==> src/rtl/tvi_pkg.sv <==
// Package of constants shared by the two-source vectored interrupt unit.
package tvi_pkg;

  // ---------------------------------------------------------------
  // Register port
  // ---------------------------------------------------------------
  localparam int          REG_W         = 8;
  localparam int          ADDR_W        = 2;
  localparam logic [1:0]  ADDR_INTC     = 2'h0;
  localparam logic [1:0]  ADDR_SYSCTL2  = 2'h1;
  localparam logic [7:0]  INTC_RESET    = 8'h00;
  localparam logic [7:0]  SYSCTL2_RESET = 8'h00;
  localparam logic [7:0]  INTC_MASK     = 8'h37;
  localparam logic [7:0]  SYSCTL2_MASK  = 8'hc0;

  // ---------------------------------------------------------------
  // Field positions
  // ---------------------------------------------------------------
  localparam int BIT_GLOBAL_EN = 0;
  localparam int BIT_PIN_EN    = 1;
  localparam int BIT_TIMER_EN  = 2;
  localparam int BIT_PIN_FLAG  = 4;
  localparam int BIT_TIMER_FLAG = 5;
  localparam int BIT_EDGE_LOW  = 6;
  localparam int BIT_EDGE_HIGH = 7;

  // ---------------------------------------------------------------
  // Pin trigger selection
  // ---------------------------------------------------------------
  localparam logic [1:0] EDGE_OFF     = 2'h0;
  localparam logic [1:0] EDGE_RISING  = 2'h1;
  localparam logic [1:0] EDGE_FALLING = 2'h2;
  localparam logic [1:0] EDGE_BOTH    = 2'h3;

  // ---------------------------------------------------------------
  // Program counter and vectors
  // ---------------------------------------------------------------
  localparam int          PC_W       = 10;
  localparam logic [9:0]  VEC_PIN    = 10'h004;
  localparam logic [9:0]  VEC_TIMER  = 10'h008;

  // Phase-two pulses between acceptance and the jump.
  localparam logic [1:0]  WAIT_AWAKE = 2'h1;
  localparam logic [1:0]  WAIT_SLEEP = 2'h2;

  typedef enum logic [1:0] {
    TVI_IDLE,
    TVI_WAIT,
    TVI_CALL
  } tvi_state_t;

endpackage

==> src/rtl/tvi_edge_detect.sv <==
// Trigger-selectable edge detector for the external request pin.
`timescale 1ns/1ps
module tvi_edge_detect (
  // Clock and reset
  input  wire logic       clk_sys,
  input  wire logic       rst,
  // Pin and mode
  input  wire logic       pin_in,
  input  wire logic [1:0] edge_sel,
  // Result
  output logic            edge_hit
);

  logic pin_prev_reg;
  logic pin_prev_next;
  logic rise;
  logic fall;

  always_comb begin
    pin_prev_next = pin_in;
    rise          = pin_in & ~pin_prev_reg;
    fall          = ~pin_in & pin_prev_reg;
    case (edge_sel)
      tvi_pkg::EDGE_RISING:  edge_hit = rise;
      tvi_pkg::EDGE_FALLING: edge_hit = fall;
      tvi_pkg::EDGE_BOTH:    edge_hit = rise | fall;
      default:               edge_hit = 1'b0;
    endcase
  end

  always_ff @(posedge clk_sys or posedge rst) begin
    if (rst) begin
      pin_prev_reg <= 1'b0;
    end else begin
      pin_prev_reg <= pin_prev_next;
    end
  end

endmodule

==> src/rtl/tvi_arbiter.sv <==
// Fixed-priority selection between the two enabled requests.
`timescale 1ns/1ps
module tvi_arbiter (
  // Requests
  input  wire logic        pin_req,
  input  wire logic        timer_req,
  // Selection
  output logic             grant_pin,
  output logic             grant_timer,
  output logic [9:0]       vector
);

  always_comb begin
    grant_pin   = pin_req;
    grant_timer = timer_req & ~pin_req;
    if (pin_req) begin
      vector = tvi_pkg::VEC_PIN;
    end else begin
      vector = tvi_pkg::VEC_TIMER;
    end
  end

endmodule

==> src/rtl/tvi_irq_unit.sv <==
// Top of the two-source vectored interrupt unit.
//
// Implementation choices: strobed register access and the register addresses.
`timescale 1ns/1ps
// Behaviour
// - Global enable bit 0 gates all servicing
// - Timer request flag at bit 5, read/write
// - Pin request flag at bit 4, read/write
// - Timer enable at bit 2
// - Pin enable at bit 1
// - Bits 7, 6 and 3 read zero
// - Request raised only with source enable set
// - Accept: push next PC, jump to vector
// - Pin vector 04H, timer vector 08H
// - Pin beats timer when both pending
// - Acceptance clears global enable
// - Flags still set while servicing blocked
// - Re-set global enable allows nesting
// - No acceptance while stack full
// - Jump 2-3 cycles later, 3 from sleep
// - Requests sampled on phase-two pulse
// - Return-from-irq pops saved PC
// - Serviced source flag clears itself
// - Return-from-irq sets global enable; return not
// - Flag rising edge wakes from sleep
// - Two-bit pin trigger select field
module tvi_irq_unit (
  // Clock and reset
  input  wire logic                  clk_sys,
  input  wire logic                  rst,
  // Register port
  input  wire logic [1:0]            reg_addr,
  input  wire logic [7:0]            reg_wdata,
  input  wire logic                  reg_wr,
  input  wire logic                  reg_rd,
  output logic      [7:0]            reg_rdata,
  // Event sources
  input  wire logic                  ext_pin,
  input  wire logic                  timer_overflow,
  // Core sequencer and stack
  input  wire logic                  phase_two_pulse,
  input  wire logic                  stack_full,
  input  wire logic                  core_sleeping,
  input  wire logic [9:0]            next_pc,
  input  wire logic                  return_from_irq_instr,
  input  wire logic                  plain_return_instr,
  output logic                       push_req,
  output logic      [9:0]            push_pc,
  output logic                       jump_req,
  output logic      [9:0]            jump_addr,
  output logic                       pop_req,
  output logic                       wake_up,
  output logic                       irq_pending
);

  // ---------------------------------------------------------------
  // Helpers
  // ---------------------------------------------------------------
  function automatic logic bit_rise(input logic old_v, input logic new_v);
    bit_rise = new_v & ~old_v;
  endfunction

  // One write decode for both registers keeps their strobes consistent.
  function automatic logic wr_hit(input logic       wr,
                                  input logic [1:0] addr,
                                  input logic [1:0] target);
    wr_hit = wr && (addr == target);
  endfunction

  // ---------------------------------------------------------------
  // State
  // ---------------------------------------------------------------
  logic [7:0]           intc_reg;
  logic [7:0]           intc_next;
  logic [7:0]           sysctl2_reg;
  logic [7:0]           sysctl2_next;
  logic [7:0]           rdata_reg;
  logic [7:0]           rdata_next;
  tvi_pkg::tvi_state_t  state_reg;
  tvi_pkg::tvi_state_t  state_next;
  logic [1:0]           wait_reg;
  logic [1:0]           wait_next;
  logic [9:0]           vec_reg;
  logic [9:0]           vec_next;
  logic                 push_reg;
  logic                 push_next;
  logic [9:0]           push_pc_reg;
  logic [9:0]           push_pc_next;
  logic                 jump_reg;
  logic                 jump_next;
  logic                 pop_reg;
  logic                 pop_next;
  logic                 wake_reg;
  logic                 wake_next;
  logic                 pend_reg;
  logic                 pend_next;

  // ---------------------------------------------------------------
  // Sources and arbitration
  // ---------------------------------------------------------------
  logic       pin_edge;
  logic       pin_req;
  logic       timer_req;
  logic       grant_pin;
  logic       grant_timer;
  logic [9:0] grant_vec;
  logic       accept;

  tvi_edge_detect u_edge (
    .clk_sys  (clk_sys),
    .rst      (rst),
    .pin_in   (ext_pin),
    .edge_sel (sysctl2_reg[tvi_pkg::BIT_EDGE_HIGH:tvi_pkg::BIT_EDGE_LOW]),
    .edge_hit (pin_edge)
  );

  // A flag only becomes a request while its own enable is set, whether
  // hardware or software put it there.
  assign pin_req   = intc_reg[tvi_pkg::BIT_PIN_FLAG]
                   & intc_reg[tvi_pkg::BIT_PIN_EN];
  assign timer_req = intc_reg[tvi_pkg::BIT_TIMER_FLAG]
                   & intc_reg[tvi_pkg::BIT_TIMER_EN];

  tvi_arbiter u_arb (
    .pin_req     (pin_req),
    .timer_req   (timer_req),
    .grant_pin   (grant_pin),
    .grant_timer (grant_timer),
    .vector      (grant_vec)
  );

  // Sampling only on the phase-two pulse means anything that arrived
  // since the previous pulse is taken together, so priority applies.
  assign accept = phase_two_pulse
                & (state_reg == tvi_pkg::TVI_IDLE)
                & intc_reg[tvi_pkg::BIT_GLOBAL_EN]
                & ~stack_full
                & (grant_pin | grant_timer);

  // ---------------------------------------------------------------
  // Control register and flags
  // ---------------------------------------------------------------
  // The order of the updates below is the priority between them: a
  // software write comes first, the return and the acceptance override
  // it, and the hardware events override everything. Software therefore
  // cannot lose a request by clearing a flag in the very cycle in which
  // the event arrives; it sees the flag again on its next read.
  // Unimplemented positions are masked on the way in, so they can never
  // hold a one that a later read would have to hide.
  always_comb begin
    intc_next    = intc_reg;
    sysctl2_next = sysctl2_reg;
    if (wr_hit(reg_wr, reg_addr, tvi_pkg::ADDR_INTC)) begin
      intc_next = reg_wdata & tvi_pkg::INTC_MASK;
    end
    if (wr_hit(reg_wr, reg_addr, tvi_pkg::ADDR_SYSCTL2)) begin
      sysctl2_next = reg_wdata & tvi_pkg::SYSCTL2_MASK;
    end
    if (return_from_irq_instr) begin
      intc_next[tvi_pkg::BIT_GLOBAL_EN] = 1'b1;
    end
    if (accept) begin
      intc_next[tvi_pkg::BIT_GLOBAL_EN] = 1'b0;
      if (grant_pin) begin
        intc_next[tvi_pkg::BIT_PIN_FLAG] = 1'b0;
      end else begin
        intc_next[tvi_pkg::BIT_TIMER_FLAG] = 1'b0;
      end
    end
    // Events come last so that a set in the same cycle as any clear wins.
    if (pin_edge) begin
      intc_next[tvi_pkg::BIT_PIN_FLAG] = 1'b1;
    end
    if (timer_overflow) begin
      intc_next[tvi_pkg::BIT_TIMER_FLAG] = 1'b1;
    end
  end

  // ---------------------------------------------------------------
  // Read port
  // ---------------------------------------------------------------
  // Read data is zero outside the read slot, so the core may wire-or
  // this port with other peripherals without further gating.
  always_comb begin
    rdata_next = 8'h00;
    if (reg_rd) begin
      case (reg_addr)
        tvi_pkg::ADDR_INTC:    rdata_next = intc_reg & tvi_pkg::INTC_MASK;
        tvi_pkg::ADDR_SYSCTL2: rdata_next = sysctl2_reg;
        default:               rdata_next = 8'h00;
      endcase
    end
  end

  // ---------------------------------------------------------------
  // Call sequencer
  // ---------------------------------------------------------------
  // Only one call is in flight at a time. A full stack stops the
  // acceptance itself rather than the push, so a pending flag is never
  // cleared for a call that could not be made; it simply waits for a
  // later phase-two pulse. The program counter is taken in the cycle of
  // the push so that the core sees the address it is about to fetch.
  always_comb begin
    state_next   = state_reg;
    wait_next    = wait_reg;
    vec_next     = vec_reg;
    push_next    = 1'b0;
    push_pc_next = push_pc_reg;
    jump_next    = 1'b0;
    case (state_reg)
      tvi_pkg::TVI_IDLE: begin
        if (accept) begin
          vec_next   = grant_vec;
          state_next = tvi_pkg::TVI_WAIT;
          // A sleeping core needs one more instruction cycle to restart.
          wait_next  = core_sleeping ? tvi_pkg::WAIT_SLEEP
                                     : tvi_pkg::WAIT_AWAKE;
        end
      end
      tvi_pkg::TVI_WAIT: begin
        if (phase_two_pulse) begin
          wait_next = wait_reg - 2'h1;
          if (wait_reg == 2'h1) begin
            state_next = tvi_pkg::TVI_CALL;
          end
        end
      end
      tvi_pkg::TVI_CALL: begin
        push_next    = 1'b1;
        push_pc_next = next_pc;
        jump_next    = 1'b1;
        state_next   = tvi_pkg::TVI_IDLE;
      end
      default: begin
        state_next = tvi_pkg::TVI_IDLE;
      end
    endcase
  end

  // ---------------------------------------------------------------
  // Return, wake-up and status
  // ---------------------------------------------------------------
  always_comb begin
    pop_next  = return_from_irq_instr | plain_return_instr;
    // Enables play no part here: any flag going high wakes the core.
    wake_next = bit_rise(intc_reg[tvi_pkg::BIT_PIN_FLAG],
                         intc_next[tvi_pkg::BIT_PIN_FLAG])
              | bit_rise(intc_reg[tvi_pkg::BIT_TIMER_FLAG],
                         intc_next[tvi_pkg::BIT_TIMER_FLAG]);
    pend_next = (pin_req | timer_req)
              & intc_reg[tvi_pkg::BIT_GLOBAL_EN];
  end

  // ---------------------------------------------------------------
  // Registers
  // ---------------------------------------------------------------
  // Every output is a register, so the core sees no combinational path
  // from its own strobes back into its sequencer in the same cycle.
  // The price is one cycle of latency on each answer.
  always_ff @(posedge clk_sys or posedge rst) begin
    if (rst) begin
      intc_reg    <= tvi_pkg::INTC_RESET;
      sysctl2_reg <= tvi_pkg::SYSCTL2_RESET;
      rdata_reg   <= 8'h00;
      state_reg   <= tvi_pkg::TVI_IDLE;
      wait_reg    <= 2'h0;
      vec_reg     <= 10'h000;
      push_reg    <= 1'b0;
      push_pc_reg <= 10'h000;
      jump_reg    <= 1'b0;
      pop_reg     <= 1'b0;
      wake_reg    <= 1'b0;
      pend_reg    <= 1'b0;
    end else begin
      intc_reg    <= intc_next;
      sysctl2_reg <= sysctl2_next;
      rdata_reg   <= rdata_next;
      state_reg   <= state_next;
      wait_reg    <= wait_next;
      vec_reg     <= vec_next;
      push_reg    <= push_next;
      push_pc_reg <= push_pc_next;
      jump_reg    <= jump_next;
      pop_reg     <= pop_next;
      wake_reg    <= wake_next;
      pend_reg    <= pend_next;
    end
  end

  assign reg_rdata   = rdata_reg;
  assign push_req    = push_reg;
  assign push_pc     = push_pc_reg;
  assign jump_req    = jump_reg;
  assign jump_addr   = vec_reg;
  assign pop_req     = pop_reg;
  assign wake_up     = wake_reg;
  assign irq_pending = pend_reg;

endmodule

==> config.mk <==
export PLATFORM = sky130hd
export DESIGN_NAME = tvi_irq_unit
export DESIGN_NICKNAME = d
export VERILOG_FILES = /design/src/rtl/tvi_pkg.sv /design/src/rtl/tvi_edge_detect.sv /design/src/rtl/tvi_arbiter.sv /design/src/rtl/tvi_irq_unit.sv
export SDC_FILE = /design/constraint.sdc
export NUM_CORES = 1
export LEC_CHECK = 0
export BUFFER_PORTS_ARGS = -buffer_cell sky130_fd_sc_hd__buf_2
export CAP_MARGIN = 15
export CORE_MARGIN = 2
export CORE_UTILIZATION = 45
export DETAILED_ROUTE_END_ITERATION = 6
export PLACE_DENSITY = 0.75
export RECOVER_POWER = 50
export SLEW_MARGIN = 20
export SYNTH_ARGS = -nofsm -noshare
export SYNTH_HDL_FRONTEND = slang
export SYNTH_HIERARCHICAL = 1
export SYNTH_SLANG_ARGS = --single-unit
export TNS_END_PERCENT = 1
==> constraint.sdc <==
create_clock -name clk_sys -period 1.9 [get_ports clk_sys]
set_input_delay 0 -clock clk_sys [delete_from_list [all_inputs] [get_ports clk_sys]]
set_output_delay 0 -clock clk_sys [all_outputs]
set_load 0.1 [all_outputs]
==> After elaboration in Yosys (flattened, before gate mapping) <==
Cells that the tools add are included.
{ "classes": {"add_sub_neg": 1, "n_eq_ne": 10, "mux": 21, "bitwise_logic": 23, "n_reduce_logical": 9} }
{ "ops": {"columns": ["op", "count"], "rows": [
  ["8-bit case mux with 2 select lines", 1],
  ["2-bit 2-to-1 mux", 7],
  ["1-bit AND", 12],
  ["2-bit by 1-bit == test with 1-bit output (second input constant)", 4],
  ["8-bit 2-to-1 mux", 1],
  ["2-bit case mux with 2 select lines", 2],
  ["1-bit 2-to-1 mux", 7],
  ["2-bit == test (second input constant)", 3],
  ["6-bit 2-to-1 mux", 1],
  ["2-bit inequality test (second input constant)", 3],
  ["1-bit inverter", 6],
  ["3-bit AND reduction", 2],
  ["1-bit bitwise OR", 5],
  ["2-bit zero test", 2],
  ["4-bit 2-to-1 mux", 1],
  ["1-bit case mux with 3 select lines", 1],
  ["3-bit nonzero test", 1],
  ["1-bit logical AND", 2],
  ["2-bit AND reduction", 1],
  ["2-bit nonzero test", 1],
  ["2-bit by 1-bit subtractor with 2-bit output (second input constant)", 1]
]} }
{ "totals": {"ff_bits": 44, "inputBits": 31, "out_inout_bits": 33, "elab_cells": 78} }

==> Depth between registers and ports, before layout <==
{ "depth": {"depth_word": 9, "mapped_depth": 7, "ltp_nobuf": 7} }

==> Hierarchy <==
Netlist, hierarchy kept.
{ "by_module_without_submodules": {"columns": ["mod", "n_inst", "cells_per_inst", "area_each_um2", "seq_area_each_um2"], "rows": [
  ["tvi_irq_unit", 1, 126, 1735.4, 1051.0],
  ["tvi_arbiter", 1, 13, 88.8, 0.0],
  ["tvi_edge_detect", 1, 11, 87.6, 25.0]
]} }

==> Least setup slack after synthesis <==
No wires, ideal clock.
{ "synth_timing": {"path_type": "reg2reg", "from": "register intc_reg[4]", "to": "register vec_reg[0] (netlist: jump_addr[0])", "setup_time_ps": 125, "arrival_time_ps": 1718, "required_time_ps": 1775, "path_slack_ps": 57, "stages_incl_launch_ff": 7, "n_path_buf": 1, "period_less_slack_ps": 1843, "cell_sequence": "dfrtp_1 -> and2_1 -> nor2b_1 -> nor2_2 -> nor4b_4 -> buf_6 -> mux2_2"} }
{ "synth_between": {"elab_chain_len": 6} }
{ "synth_lines": {"columns": ["element", "line", "source"], "rows": [
  ["from (decl)", "tvi_irq_unit.sv:73", "logic [7:0] intc_reg;"],
  ["from (signal assigned)", "tvi_irq_unit.sv:262", "intc_reg <= tvi_pkg::INTC_RESET;"],
  ["from (signal assigned)", "tvi_irq_unit.sv:275", "intc_reg <= intc_next;"],
  ["1-bit AND", "tvi_irq_unit.sv:120", "& intc_reg[tvi_pkg::BIT_PIN_EN];"],
  ["net pin_req", "tvi_irq_unit.sv:102", "logic pin_req;"],
  ["1-bit inverter", "tvi_arbiter.sv:15", "grant_timer = timer_req & ~pin_req;"],
  ["1-bit AND", "tvi_arbiter.sv:15", null],
  ["net grant_timer", "tvi_irq_unit.sv:105", "logic grant_timer;"],
  ["1-bit bitwise OR", "tvi_irq_unit.sv:138", "& (grant_pin | grant_timer);"],
  ["1-bit AND", "tvi_irq_unit.sv:138", null],
  ["2-bit AND reduction (no source line)", null, null],
  ["to (signal assigned)", "tvi_irq_unit.sv:280", "vec_reg <= vec_next;"],
  ["to (decl)", "tvi_irq_unit.sv:83", "logic [9:0] vec_reg;"]
]} }
The timed path passes the listed nets, and every way through them passes these cells.
A chain may end at the register's enable or synchronous reset.

==> Worst setup path after layout <==
{ "layout_timing": {"from": "register intc_reg[5]", "to": "register vec_reg[6] (netlist: jump_addr[6])"} }
{ "layout_between": {"elab_chain_len": 5} }
{ "layout_lines": {"columns": ["element", "line", "source"], "rows": [
  ["1-bit AND", "tvi_irq_unit.sv:122", "& intc_reg[tvi_pkg::BIT_TIMER_EN];"],
  ["net timer_req", "tvi_irq_unit.sv:103", "logic timer_req;"],
  ["1-bit AND", "tvi_arbiter.sv:15", null],
  ["net grant_timer", "tvi_irq_unit.sv:105", null],
  ["1-bit bitwise OR", "tvi_irq_unit.sv:138", null],
  ["1-bit AND", "tvi_irq_unit.sv:138", null],
  ["2-bit AND reduction (no source line)", null, null]
]} }
The timed path passes the listed nets, and every way through them passes these cells.

==> flow_summary.json <==
{
  "die-area_sq_um": 4790,
  "multi_input_area_sq_um": 724,
  "wl_per_cell_microns": 12.1,
  "numClockSinks": 43,
  "die_y_microns": 69.2,
  "tightest_slew_ps": 1190,
  "critPathLaunchType": "flop",
  "boundaryPins": 64,
  "overflow": 0,
  "synth-seq-cells": 43,
  "grt_pass1_vias": 1421,
  "yosysTopAreaCellShare_pct": 56.3,
  "ys_dominant_reg_cell": "dfrtp_1",
  "syn_avg_cell_area_sq_um": 12.7,
  "status": "finished clean",
  "firstDrtPassIters": 4,
  "place_area_sq_um": 2240,
  "grt_usage_pct": 16.1,
  "slowest_delay_ps": 410,
  "worstPathMaxFanout": 14,
  "setup_viol": 0,
  "fmax_ghz": 0.567,
  "yosysUniqueCellTypes": 32,
  "cp_top_family": "simple AND/OR/NAND/NOR gates",
  "die_x_microns": 69.2,
  "relSlewSlack_pct": 21.2,
  "criticalPathCategory": "flop to flop",
  "final-max-slew-violation-count": 0,
  "synth_top_cells_by_area": "dfrtp_1 (56%), mux2_2 (14%), buf_4 (4.7%)",
  "antenna_cells": 0,
  "antenna_found_initial": 0,
  "fillers": 343,
  "rsz0062_at_grt": "false",
  "row_count": 23,
  "seq_area_sq_um": 1080,
  "post_cts_buffers": 0,
  "path_cells": "and2_1 > nor2b_1 > nor2_2 > nor4b_4 > buf_6 > mux2_2",
  "layout_min_cycle_time_ps": 1760,
  "drive_gt1_share_pct": 40.6,
  "cts.path.max_buffers": 2,
  "synth_edf_count": 0,
  "htreeDepth": 2,
  "async_reset_ff_share_pct": 100,
  "hpwl_microns": 2420,
  "antenna_left": 0,
  "worstHoldPathType": "input pin to flop",
  "hold_violations": 0,
  "yosysWarnings": 6,
  "cts_buffers": 5,
  "finalCritPeriodShare_pct": 92.8,
  "gp_congestion": 0.736,
  "netlist_area_sq_um": 1910,
  "setup_tns_ps": 0,
  "syn_inst": 150,
  "fin_skew_ps": 2.88,
  "grt_max_degree": 43,
  "viasPerCell": 4.64,
  "drc_errors": 0,
  "synth_common_cells": "dfrtp_1 (43), mux2_2 (24), buf_4 (12)",
  "crit_path_end_kind": "flop",
  "core-area_sq_um": 4060,
  "cap_violations": 0,
  "start_util_pct": 47.1,
  "slowest_stage": "dfrtp_1",
  "io_buffers": 61,
  "final_nets": 272,
  "drtIter0Drc": 26,
  "grt_pass1_wl_microns": 6240,
  "cp_num_buf_inv": 1,
  "stdcell_area_sq_um": 2530,
  "syn2layout_area_growth_pct": 32.3,
  "clkTransAtPathRegs_ps": 70,
  "required_ps": 2070,
  "cts_tree": "yes",
  "num_vias": 1342,
  "clock_latency_ps": 280,
  "ys_seq_area_share_pct": 56.3,
  "yosysMostFrequentCell": "dfrtp_1",
  "yosysTopAreaCell": "dfrtp_1",
  "finalWirelength_microns": 3500,
  "crit_arrival_ps": 1940,
  "ctsRootBufferMaster": "clkbuf_8"
}
[cells in the final DEF, fill, tap and decap left out, types with 2 or more instances in the layout]
cell,count
nand2_1,4
mux2_2,24
nor2_1,2
buf_2,52
o21ai_1,2
nor2_2,2
dfrtp_1,43
and2_1,6
clkbuf_1,11
dlygate4sd3_1,22
nor2b_1,9
o21a_1,2
and3_1,3
or2_2,3
mux2i_1,2
buf_4,2
a21oi_1,3
clkbuf_2,2
conb_1,9
inv_1,8
nand2b_1,2
o21ai_0,2
clkbuf_8,5
ha_1,3
[cell type report]
type / instances / area share, %
clock inverters: 1 / 0.198
multi-input cells: 91 / 28.6
clock buffers: 7 / 3.02
inverters: 9 / 1.34
repair buffers: 88 / 21.8
flip-flops and latches: 43 / 42.6
well taps: 50 / 2.47
[stage by stage]
step	utilization, %	hold slack (ps)	setup WS, ps	cells
final	62.3	6.87	136	289
after global routing	62.3	5.29	16.7	289
after CTS	62.6	0.589	83.6	289
after detailed placement	55.1	-151	91.3	259
after global placement	55.1	-150	132	259
after floorplan	-	-271	56.6	157
[timing repair]
item                                    4_1_cts  5_1_grt
endpoints found under the setup margin        0       11
endpoints found under the hold margin        63        0
hold buffers                                 22        0
gates resized for setup                       0        2
[per-layer routing]
metal,routed length [microns],vias to the layer above,track usage [%]
met1,1380,631,18.5
li1,-,661,-
met2,1870,46,28.4
met5,0,-,0
met3,198,4,4.94
met4,46,0,5.45
[path summary, 6_finish.rpt]
path / depth (start not counted) / end / slack [ps] / start
max: 6 / jump_addr[6] / 140 / intc_reg[5]
min: 2 / state_reg[1] / 7 / phase_two_pulse
max in group asynchronous: 4 / wake_up / 720 / rst
max reg2reg: 6 / jump_addr[6] / 140 / intc_reg[5]
min reg2reg: 1 / push_pc[9] / 500 / push_pc[9]
min in group asynchronous: 3 / u_edge/pin_prev_reg / 110 / rst
[cell families (layout without fill, tap and decap cells)]
logic type / count (synthesis) / in the layout / share of synthesized area (%)
fa+ha+maj: 3 / 3 / 1.96
simple gates: 38 / 38 / 13.4
compound gates: 15 / 15 / 5.50
mux: 26 / 26 / 15.2
buf+inv: 23 / 105 / 7.33
other cells: 2 / 9 / 0.393
flops: 43 / 43 / 56.3
Power is left out: the tool's default activity adds up to more than one toggle a clock period on the data nets, which glitch-free logic cannot reach.
